[src/fsps_pkg.sv]
// Purpose: constants for the flash self-programming sequencer
// Assumes: 40 MHz core clock, 32-bit AXI4-Lite register access
// Notes: offsets are byte addresses of aligned words
package fsps_pkg;
  // ----------------------------------------
  // register offsets
  // ----------------------------------------
  localparam logic [7:0] FSPS_OFF_CTRL = 8'h00;
  localparam logic [7:0] FSPS_OFF_PTR = 8'h04;
  localparam logic [7:0] FSPS_OFF_DATA = 8'h08;
  localparam logic [7:0] FSPS_OFF_STORE = 8'h0C;
  localparam logic [7:0] FSPS_OFF_STATUS = 8'h10;
  localparam logic [7:0] FSPS_OFF_LOCK = 8'h14;
  localparam logic [7:0] FSPS_OFF_RDBUF = 8'h18;
  // ----------------------------------------
  // control/status field positions
  // ----------------------------------------
  localparam int FSPS_BIT_EN = 0;
  localparam int FSPS_BIT_ERASE = 1;
  localparam int FSPS_BIT_WRITE = 2;
  localparam int FSPS_BIT_LOCKSEL = 3;
  localparam int FSPS_BIT_REEN = 4;
  localparam int FSPS_BIT_BUSY = 6;
  localparam int FSPS_BIT_IE = 7;
  // ----------------------------------------
  // command codes, bits 6..0 (bit 7 ignored)
  // ----------------------------------------
  localparam logic [6:0] FSPS_CMD_LOAD = 7'h01;
  localparam logic [6:0] FSPS_CMD_ERASE = 7'h03;
  localparam logic [6:0] FSPS_CMD_WRITE = 7'h05;
  localparam logic [6:0] FSPS_CMD_LOCK = 7'h09;
  localparam logic [6:0] FSPS_CMD_REEN = 7'h11;
  // ----------------------------------------
  // timing and reset values
  // ----------------------------------------
  localparam int FSPS_STORE_WINDOW = 4;
  localparam logic [15:0] FSPS_APP_RESET_ADDR = 16'h0000;
  localparam logic [5:0] FSPS_LOCK_RESET = 6'h3F;
  localparam int FSPS_PROG_TIME_US = 4;
  localparam int FSPS_CLK_MHZ = 40;
  localparam int FSPS_PROG_CYCLES = FSPS_PROG_TIME_US * FSPS_CLK_MHZ;
  localparam logic [1:0] FSPS_RESP_OKAY = 2'b00;
  localparam logic [1:0] FSPS_RESP_SLVERR = 2'b10;
  typedef enum logic [1:0] {FSPS_IDLE, FSPS_ARMED, FSPS_PROG} fsps_state_e;
endpackage

[src/fsps_top.sv]
// Purpose: flash self-programming sequencer with AXI4-Lite registers
// Assumes: core writes control, then store register, within the window
// Notes: flash array model is outside; this block drives its strobes
// Function
// - reset vector is 0x0000 when boot select fuse is 1, else boot address
// - fuses are inputs only; no software path changes them
// - pointer latched when an operation starts
// - lock-bit setting ignores the pointer
// - byte read uses pointer bit 0 to pick low or high byte
// - erase command 0000011 then store within four cycles erases the page
// - halt cpu while erasing or writing a halting-section page
// - load command then store writes data word at word-in-page slot
// - buffer cleared when a page write starts, on re-enable, and on reset
// - eeprom write during page loading discards the buffer
// - write command then store programs buffer into the page
// - interrupt held while enabled and self-program enable is clear
// - section busy set and reads blocked during erase or write
// - re-enable write clears the section busy flag
// - lock command programs lock bits whose data bits 5..0 are zero
// - lock programming neither halts cpu nor blocks reads
// - eeprom write blocks programming and lock reads
// - buffer accepts loads in any word order
// - application-section writes refused under write-protect lock mode
module fsps_top
  import fsps_pkg::*;
#(
  parameter int PAGE_WORDS_LOG2 = 5,
  parameter int PROG_CYCLES = FSPS_PROG_CYCLES,
  parameter logic [15:0] BOOT_RESET_ADDR = 16'h3800,
  parameter logic [15:0] HALT_SECTION_START = 16'h3800
) (
  // clock and reset
  input wire logic ref_clk_i,
  input wire logic rst_n_i,
  // axi4-lite write
  input wire logic [7:0] s_axi_awaddr_i,
  input wire logic s_axi_awvalid_i,
  output logic s_axi_awready_o,
  input wire logic [31:0] s_axi_wdata_i,
  input wire logic [3:0] s_axi_wstrb_i,
  input wire logic s_axi_wvalid_i,
  output logic s_axi_wready_o,
  output logic [1:0] s_axi_bresp_o,
  output logic s_axi_bvalid_o,
  input wire logic s_axi_bready_i,
  // axi4-lite read
  input wire logic [7:0] s_axi_araddr_i,
  input wire logic s_axi_arvalid_i,
  output logic s_axi_arready_o,
  output logic [31:0] s_axi_rdata_o,
  output logic [1:0] s_axi_rresp_o,
  output logic s_axi_rvalid_o,
  input wire logic s_axi_rready_i,
  // fuses and eeprom status, from other domains
  input wire logic boot_reset_select_fuse_i,
  input wire logic eeprom_write_busy_i,
  // core and flash side
  output logic [15:0] reset_vector_o,
  output logic cpu_halt_o,
  output logic rww_read_block_o,
  output logic irq_o,
  output logic flash_erase_o,
  output logic flash_write_o,
  output logic [15:0] flash_addr_o,
  output logic [5:0] lock_bits_o
);
  localparam int PW = PAGE_WORDS_LOG2;
  localparam int DEPTH = 1 << PW;
  localparam int CW = $clog2(PROG_CYCLES + 1);

  // refused at elaboration: the index slices below need 1..7
  if (PW < 1 || PW > 7) $error("page size out of range");
  if (PROG_CYCLES < 1) $error("program time too short");

  // ----------------------------------------
  // input synchronisers
  // ----------------------------------------
  logic [1:0] fuse_q, eew_q;
  always_ff @(posedge ref_clk_i or negedge rst_n_i) begin
    if (!rst_n_i) begin
      fuse_q <= 2'b11;
      eew_q <= 2'b00;
    end else begin
      fuse_q <= {fuse_q[0], boot_reset_select_fuse_i};
      eew_q <= {eew_q[0], eeprom_write_busy_i};
    end
  end
  wire logic fuse_s = fuse_q[1];
  wire logic eew_s = eew_q[1];

  // ----------------------------------------
  // bus write channel
  // ----------------------------------------
  logic aw_held_q, w_held_q;
  logic [7:0] awaddr_q;
  logic [31:0] wdata_q;
  logic [3:0] wstrb_q;
  wire logic wr_go = aw_held_q && w_held_q && !s_axi_bvalid_o;
  always_ff @(posedge ref_clk_i or negedge rst_n_i) begin
    if (!rst_n_i) begin
      aw_held_q <= 1'b0;
      w_held_q <= 1'b0;
      awaddr_q <= 8'h00;
      wdata_q <= 32'h0;
      wstrb_q <= 4'h0;
      s_axi_awready_o <= 1'b1;
      s_axi_wready_o <= 1'b1;
      s_axi_bvalid_o <= 1'b0;
      s_axi_bresp_o <= FSPS_RESP_OKAY;
    end else begin
      if (s_axi_awvalid_i && s_axi_awready_o) begin
        aw_held_q <= 1'b1;
        s_axi_awready_o <= 1'b0;
        awaddr_q <= s_axi_awaddr_i;
      end
      if (s_axi_wvalid_i && s_axi_wready_o) begin
        w_held_q <= 1'b1;
        s_axi_wready_o <= 1'b0;
        wdata_q <= s_axi_wdata_i;
        wstrb_q <= s_axi_wstrb_i;
      end
      if (wr_go) begin
        aw_held_q <= 1'b0;
        w_held_q <= 1'b0;
        s_axi_awready_o <= 1'b1;
        s_axi_wready_o <= 1'b1;
        s_axi_bvalid_o <= 1'b1;
        s_axi_bresp_o <= wr_known(awaddr_q) ? FSPS_RESP_OKAY :
                         FSPS_RESP_SLVERR;
      end else if (s_axi_bready_i) begin
        s_axi_bvalid_o <= 1'b0;
      end
    end
  end
  // ready lines are flops, so the bus sees no logic path from here

  function automatic logic wr_known(input logic [7:0] a);
    wr_known = (a == FSPS_OFF_CTRL) || (a == FSPS_OFF_PTR) ||
               (a == FSPS_OFF_DATA) || (a == FSPS_OFF_STORE);
  endfunction

  wire logic wr_ctrl = wr_go && awaddr_q == FSPS_OFF_CTRL && wstrb_q[0];
  wire logic wr_store = wr_go && awaddr_q == FSPS_OFF_STORE;

  // ----------------------------------------
  // software registers
  // ----------------------------------------
  logic [15:0] ptr_q;
  logic [15:0] data_q;
  always_ff @(posedge ref_clk_i or negedge rst_n_i) begin
    if (!rst_n_i) begin
      ptr_q <= 16'h0000;
      data_q <= 16'h0000;
    end else if (wr_go) begin
      if (awaddr_q == FSPS_OFF_PTR) begin
        if (wstrb_q[0]) ptr_q[7:0] <= wdata_q[7:0];
        if (wstrb_q[1]) ptr_q[15:8] <= wdata_q[15:8];
      end
      if (awaddr_q == FSPS_OFF_DATA) begin
        if (wstrb_q[0]) data_q[7:0] <= wdata_q[7:0];
        if (wstrb_q[1]) data_q[15:8] <= wdata_q[15:8];
      end
    end
  end

  // ----------------------------------------
  // command sequencer
  // ----------------------------------------
  fsps_state_e state_q;
  logic [6:0] cmd_q;
  logic ie_q;
  logic [2:0] win_q;
  logic [CW-1:0] cnt_q;
  logic busy_q;
  logic halt_q;
  logic erase_q, write_q;
  logic [15:0] addr_q;
  logic [5:0] lock_q;
  logic [15:0] buf_q [DEPTH];
  logic [DEPTH-1:0] buf_vld_q;
  logic loading_q;
  logic eew_d1_q;

  function automatic logic app_protected(input logic [5:0] lk);
    app_protected = !lk[1];
  endfunction

  wire logic [PW-1:0] word_idx = ptr_q[PW:1];
  wire logic [15:0] page_addr = {ptr_q[15:PW+1], {(PW+1){1'b0}}};
  wire logic in_halt = page_addr >= HALT_SECTION_START;
  // store inside the window with enable set; eeprom write blocks it
  wire logic go = state_q == FSPS_ARMED && wr_store && !eew_s;
  wire logic refused = (cmd_q == FSPS_CMD_ERASE || cmd_q == FSPS_CMD_WRITE)
                       && !in_halt && app_protected(lock_q);

  always_ff @(posedge ref_clk_i or negedge rst_n_i) begin
    if (!rst_n_i) begin
      state_q <= FSPS_IDLE;
      cmd_q <= 7'h00;
      ie_q <= 1'b0;
      win_q <= 3'd0;
      cnt_q <= '0;
      halt_q <= 1'b0;
      erase_q <= 1'b0;
      write_q <= 1'b0;
      addr_q <= 16'h0000;
    end else begin
      erase_q <= 1'b0;
      write_q <= 1'b0;
      if (wr_ctrl) ie_q <= wdata_q[FSPS_BIT_IE];
      case (state_q)
        FSPS_IDLE: begin
          if (wr_ctrl && wdata_q[FSPS_BIT_EN] && !eew_s) begin
            cmd_q <= wdata_q[6:0];
            win_q <= 3'(FSPS_STORE_WINDOW);
            state_q <= FSPS_ARMED;
          end
        end
        FSPS_ARMED: begin
          if (go) begin
            if (cmd_q == FSPS_CMD_LOAD || cmd_q == FSPS_CMD_REEN ||
                refused) begin
              cmd_q <= 7'h00;
              state_q <= FSPS_IDLE;
            end else begin
              addr_q <= page_addr;
              erase_q <= cmd_q == FSPS_CMD_ERASE;
              write_q <= cmd_q == FSPS_CMD_WRITE;
              halt_q <= cmd_q != FSPS_CMD_LOCK && in_halt;
              cnt_q <= CW'(PROG_CYCLES);
              state_q <= FSPS_PROG;
            end
          end else if (win_q == 3'd1) begin
            cmd_q <= 7'h00;
            state_q <= FSPS_IDLE;
          end else begin
            win_q <= win_q - 3'd1;
          end
        end
        FSPS_PROG: begin
          if (cnt_q == CW'(1)) begin
            cmd_q <= 7'h00;
            halt_q <= 1'b0;
            state_q <= FSPS_IDLE;
          end else begin
            cnt_q <= cnt_q - CW'(1);
          end
        end
        default: state_q <= FSPS_IDLE;
      endcase
    end
  end

  // ----------------------------------------
  // section busy flag
  // ----------------------------------------
  wire logic reen_go = go && cmd_q == FSPS_CMD_REEN;
  always_ff @(posedge ref_clk_i or negedge rst_n_i) begin
    if (!rst_n_i) begin
      busy_q <= 1'b0;
    end else if (state_q == FSPS_ARMED && go && !refused &&
                 (cmd_q == FSPS_CMD_ERASE || cmd_q == FSPS_CMD_WRITE)) begin
      busy_q <= 1'b1;
    end else if (reen_go && state_q != FSPS_PROG) begin
      busy_q <= 1'b0;
    end
  end

  // ----------------------------------------
  // lock bits: programming only clears, never sets
  // ----------------------------------------
  always_ff @(posedge ref_clk_i or negedge rst_n_i) begin
    if (!rst_n_i) begin
      lock_q <= FSPS_LOCK_RESET;
    end else if (go && cmd_q == FSPS_CMD_LOCK) begin
      lock_q <= lock_q & data_q[5:0];
    end
  end

  // ----------------------------------------
  // temporary page buffer
  // ----------------------------------------
  always_ff @(posedge ref_clk_i or negedge rst_n_i) begin
    if (!rst_n_i) begin
      buf_vld_q <= '0;
      loading_q <= 1'b0;
      eew_d1_q <= 1'b0;
    end else begin
      eew_d1_q <= eew_s;
      if (write_q || reen_go) begin
        buf_vld_q <= '0;
        loading_q <= 1'b0;
      end else if (eew_s && !eew_d1_q && loading_q) begin
        buf_vld_q <= '0;
        loading_q <= 1'b0;
      end else if (go && cmd_q == FSPS_CMD_LOAD) begin
        buf_vld_q[word_idx] <= 1'b1;
        loading_q <= 1'b1;
      end
    end
  end
  // data array holds no control state, so it has no reset
  always_ff @(posedge ref_clk_i) begin
    if (go && cmd_q == FSPS_CMD_LOAD) buf_q[word_idx] <= data_q;
  end

  // ----------------------------------------
  // bus read channel
  // ----------------------------------------
  logic [PW:0] rd_byte;
  logic [15:0] rd_word;
  always_comb begin
    rd_byte = ptr_q[PW:0];
    rd_word = buf_vld_q[rd_byte[PW:1]] ? buf_q[rd_byte[PW:1]] : 16'hFFFF;
  end
  always_ff @(posedge ref_clk_i or negedge rst_n_i) begin
    if (!rst_n_i) begin
      s_axi_rvalid_o <= 1'b0;
      s_axi_arready_o <= 1'b1;
      s_axi_rdata_o <= 32'h0;
      s_axi_rresp_o <= FSPS_RESP_OKAY;
    end else if (s_axi_arvalid_i && s_axi_arready_o) begin
      s_axi_rvalid_o <= 1'b1;
      s_axi_arready_o <= 1'b0;
      s_axi_rresp_o <= FSPS_RESP_OKAY;
      case (s_axi_araddr_i)
        FSPS_OFF_CTRL: s_axi_rdata_o <= {24'h0, ie_q, busy_q, 1'b0,
                                         cmd_q[4:0]};
        FSPS_OFF_PTR: s_axi_rdata_o <= {16'h0, ptr_q};
        FSPS_OFF_DATA: s_axi_rdata_o <= {16'h0, data_q};
        FSPS_OFF_STATUS: s_axi_rdata_o <= {29'h0, eew_s, halt_q, busy_q};
        // lock readback refused while eeprom is busy
        FSPS_OFF_LOCK: s_axi_rdata_o <= eew_s ? 32'h0 :
                                        {26'h0, lock_q};
        FSPS_OFF_RDBUF: s_axi_rdata_o <= {24'h0, rd_byte[0] ?
                                          rd_word[15:8] : rd_word[7:0]};
        default: begin
          s_axi_rdata_o <= 32'h0;
          s_axi_rresp_o <= FSPS_RESP_SLVERR;
        end
      endcase
    end else if (s_axi_rready_i) begin
      s_axi_rvalid_o <= 1'b0;
      s_axi_arready_o <= 1'b1;
    end
  end

  // ----------------------------------------
  // core-facing outputs
  // ----------------------------------------
  always_ff @(posedge ref_clk_i or negedge rst_n_i) begin
    if (!rst_n_i) begin
      reset_vector_o <= FSPS_APP_RESET_ADDR;
      cpu_halt_o <= 1'b0;
      rww_read_block_o <= 1'b0;
      irq_o <= 1'b0;
      flash_erase_o <= 1'b0;
      flash_write_o <= 1'b0;
      flash_addr_o <= 16'h0000;
      lock_bits_o <= FSPS_LOCK_RESET;
    end else begin
      // fuse is read only, so the vector simply follows it
      reset_vector_o <= fuse_s ? FSPS_APP_RESET_ADDR :
                        BOOT_RESET_ADDR;
      cpu_halt_o <= halt_q;
      rww_read_block_o <= busy_q;
      irq_o <= ie_q && state_q == FSPS_IDLE;
      flash_erase_o <= erase_q;
      flash_write_o <= write_q;
      flash_addr_o <= addr_q;
      lock_bits_o <= lock_q;
    end
  end
endmodule

[config.mk]
export PLATFORM = sky130hd
export DESIGN_NAME = fsps_top
export DESIGN_NICKNAME = d
export VERILOG_FILES = /design/src/fsps_pkg.sv /design/src/fsps_top.sv
export SDC_FILE = /design/constraint.sdc
export NUM_CORES = 1
export LEC_CHECK = 0
export ABC_AREA = 1
export BUFFER_PORTS_ARGS = -buffer_cell sky130_fd_sc_hd__buf_2
export CAP_MARGIN = 20
export CORE_MARGIN = 1.5
export CORE_UTILIZATION = 41
export CTS_CLUSTER_DIAMETER = 200
export DETAILED_ROUTE_END_ITERATION = 7
export SETUP_SLACK_MARGIN = 0.2
export SLEW_MARGIN = 20
export SYNTH_ARGS = -nofsm -noshare
export SYNTH_HDL_FRONTEND = slang
export SYNTH_SLANG_ARGS = --single-unit
[constraint.sdc]
create_clock -name ref_clk_i -period 3.21 [get_ports ref_clk_i]
set_input_delay 0.642 -clock ref_clk_i [delete_from_list [all_inputs] [get_ports ref_clk_i]]
set_output_delay 0.642 -clock ref_clk_i [all_outputs]
set_load 0.02 [all_outputs]
==> out/qor.csv <==
stage;metric;value;unit
run_status;status;finished with violations;
run_status;failing checks;negative hold slack;
synth;Post-Synth XOR/XNOR Area;0.150;%
sta;Tcrit/Tclk final;84.0;%
die;initial core utilization;41.5;%
detailed_routing;via/cell ratio;4.97;
final_layout;diode count;0;
die;core area;0.0703;sq mm
placement;number of port buffers;89;
sta;Final WS setup;0.513;ns
power;Pwr Density;698;mW/mm^2
die;FP Rows;97;
critical_path;crit path launch type;register;
power;Seq pwr share;46.3;%
global_routing;met2 Use GR;33.8;%
synth;largest family of logic cells by synthesized area;simple AND/OR/NAND/NOR gates;
clock_network;Skew-Pair Late Insertion Delay;0.62;ns
placement;pre-CTS WS;0.563;ns
sta;final hold vios;1;
sta;Worst Max-Slew Pin Slew;0.947;ns
die;# IOs;145;
synth;share of async-settable or async-resettable flops after synthesis;26.4;%
global_routing;GRT Util Overall;20.3;%
power;clock network power share;36.0;%
synth;syn_area_per_cell;10.2;sq um
detailed_routing;via count;19800;
critical_path;endpoint class of the critical path;register;
synth;mux share of post-synthesis cell area;0.0386;%
power;switching power;0.00683;W
clock_network;CTS-repair resized insts;0;
critical_path;worst-path fanout max;38;
final_layout;P&R area growth vs syn;14.1;%
power;sw frac;29.4;%
global_routing;first-pass GRT wire length;114000;um
global_routing;gr busiest metal;met2;
detailed_routing;post-route ant nets;0;
global_routing;initial antenna violation count;0;
sta;Worst Skew;0.0247;ns
clock_network;# hold bufs at CTS;0;
synth;sequential fraction of the synthesis area;68.6;%
clock_network;CTS Sinks;696;
clock_network;H-tree lvl count;3;
power;worst vdd ir;0.000640;V
critical_path;FF-to-FF setup slack;0.51;ns
synth;Cell variety after synth;44;
worst_hold_path;Worst Hold Class;in -> async;
power;leak pwr;14.5;nW
final_layout;nets;3055;
synth;Synth Area in Adders;0.343;%
synth;cell area after synthesis;0.0292;sq mm
sta;pins over their slew limit;0;
power;total internal power;0.0164;W
detailed_routing;DR pass1 iterations;7;
die;Die Ht;270;um
clock_network;clk slew on worst S/H paths;0.06;ns
global_routing;vias in the first global route;19400;
clock_network;CTS root buffer;clkbuf_16;
detailed_routing;Iteration-0 DRC Markers;1605;
final_layout;area of the multi-input gates;0.00801;sq mm
final_layout;share of layout cells above drive strength 1;12.0;%
placement;DPL Wire Length;43800;um
global_routing;total congestion overflow;0;
sta;f_max;371;MHz
final_layout;Fillers;6340;
job;Max Cap Viol;0;
clock_network;TritonCTS clock tree;yes;
clock_network;setup bufs post-CTS;0;
clock_network;Max clock buf depth;3;
synth;Synth Area in Compound Gates;3.76;%
detailed_routing;WL final;73500;um
global_routing;M3 GR Usage;3.05;%
power;combinational power share;17.6;%
global_routing;met1 GRT Util;27.4;%
die;DIE AREA;0.0727;sq mm
synth;Seq cells post-synth;696;
die;die width;270;um
critical_path;CP required;3.71;ns
sta;crit path time final;2.70;ns
power;final total power;0.0232;W
sta;final setup vio count;0;
clock_network;CTS Buf Count;73;
global_routing;pin count of the biggest net entering global routing;78;
detailed_routing;# DRC;0;
critical_path;WP data arrival;3.19;ns
final_layout;Core Util, Final;47.3;%
synth;Post-synth EDFFs;512;
final_layout;FF/Latch Area;0.0200;sq mm
synth;Post-Synth Simple-Gate Area;22.6;%
sta;RSZ-0062 raised after global routing;false;
sta;hold slack;-0.000479;ns
placement;GP Congestion;0.849;
critical_path;critical path class;reg -> reg;
sta;max_slew headroom;36.9;%
synth;Synth Instances;2849;
synth;warnings from Yosys;0;
detailed_routing;Routed WL per cell;18.5;um
synth;Synth Flop Type;edfxtp_1;
sta;TNS Setup;0;ns
==> path summary, 6_finish.rpt <==
| path | startpoint | cells past startpoint | end |
|---|---|---|---|
| hold / removal | rst_n_i | 1 | ptr_q[9] |
| setup reg to reg | ptr_q[1] | 16 | s_axi_rdata_o[4] |
| hold reg to reg | eew_q[0] | 0 | eew_q[1] |
| min in group ref_clk_i | boot_reset_select_fuse_i | 1 | fuse_q[0] |
| max in group asynchronous | rst_n_i | 2 | s_axi_arready_o |
| setup / recovery | ptr_q[1] | 16 | s_axi_rdata_o[4] |
==> kinds of logic (layout without fill, tap and decap cells) <==
| kind of cell | Yosys count | after routing |
|---|---|---|
| compound gates | 176 | 176 |
| xor+xnor | 5 | 5 |
| fa+ha+maj | 8 | 8 |
| buf+inv | 271 | 427 |
| flops | 696 | 696 |
| mux | 1 | 1 |
| other cells | 1 | 37 |
| simple gates | 1691 | 1691 |
==> cells in the final DEF (no fill, tap or decap), types with 4 or more instances in the layout <==
cell type,n
nand3_1,103
nor3_1,6
bufinv_16,5
inv_1,109
xor2_1,4
o21ai_2,7
buf_4,77
clkbuf_8,10
a211oi_1,5
a21oi_1,23
ha_1,8
nand4_1,6
conb_1,37
or2_2,9
dfstp_2,17
clkbuf_16,74
nor2_2,5
dfrtp_1,165
o21ai_0,92
buf_12,11
nand2_2,4
o31ai_1,5
buf_2,88
clkbuf_1,18
inv_2,4
nor2_1,146
nand2_1,1404
clkinv_1,10
clkinv_2,13
edfxtp_1,512
a22oi_1,9
o21ba_2,23
==> power by group through the flow <==
stage / Sequential, W / Clock [W] / Combinational, W
final: 0.0108 / 0.00837 / 0.00409
after global routing: 0.0108 / 0.00886 / 0.00459
after CTS: 0.0108 / 0.00852 / 0.00412
after detailed placement: 0.0109 / 0 / 0.00410
after global placement: 0.0109 / 0 / 0.00400
after floorplan: 0.0111 / 0 / 0.00248
==> synth_stat cells (7+ instances only) <==
cell type / instances / area share, %
ha_1: 8 / 0.34
a22oi_1: 9 / 0.23
dfrtp_1: 167 / 14
nand3_1: 103 / 1.8
inv_1: 109 / 1.4
buf_4: 45 / 1.2
clkbuf_1: 37 / 0.48
o21ba_2: 23 / 0.79
o21ai_2: 7 / 0.21
edfxtp_1: 512 / 53
buf_2: 61 / 1.0
nand2_1: 1404 / 18
or2_2: 9 / 0.19
a21oi_1: 23 / 0.39
nor3_1: 7 / 0.12
nor2_1: 146 / 1.9
dfstp_2: 17 / 1.5
o21ai_0: 92 / 1.6
==> critical path: stages (launching register included) <==
cell and delay (ns):
dfrtp_4 0.56, buf_4 0.30, buf_4 0.32, nand2_1 0.10, nand2_1 0.05, nand2_1 0.05, nand2_1 0.06, nand2_1 0.05
nand2_1 0.06, nor2_1 0.35, nand3_1 0.14, nand2_1 0.12, nand2_1 0.07, nand2_1 0.07, nand2_1 0.10, nand2_1 0.10
nand2_1 0.06
==> per-stage QoR <==
stage | instances | instance area, sq um | hold slack (ns)
2_1_floorplan | 2885 | 29300 | 0.331
6_report | 3981 | 33300 | -0.000479
3_3_place_gp | 3851 | 30900 | 0.336
3_5_place_dp | 3851 | 30900 | 0.339
4_1_cts | 3981 | 33300 | 0.00393
5_1_grt | 3981 | 33300 | 0.0291
==> layer usage <==
metal  vias up  share of wire (%)
met5         -                  0
met4         0                3.0
met3       124                5.1
met2       501                 48
met1      9654                 44
li1       9494                  -
==> final cells by class <==
class / count / area share, %
Multi-Input combinational cell: 1918 / 24.1
Timing Repair Buffer: 177 / 3.77
Sequential cell: 696 / 60.2
Inverter: 120 / 1.38
Clock inverter: 29 / 0.963
Clock buffer: 101 / 6.14
Tap cell: 940 / 3.54
==> sequential cells by signal, indices dropped and copies added, names as in the netlist, 8 cells and up <==
register,flops
addr_q,10
flash_addr_o,10
buf_vld_q,32
s_axi_rdata_o,16
awaddr_q,8
wdata_q,16
data_q,16
ptr_q,16
buf_q,512
cnt_q,8
Power figures use the tool's default switching activity.
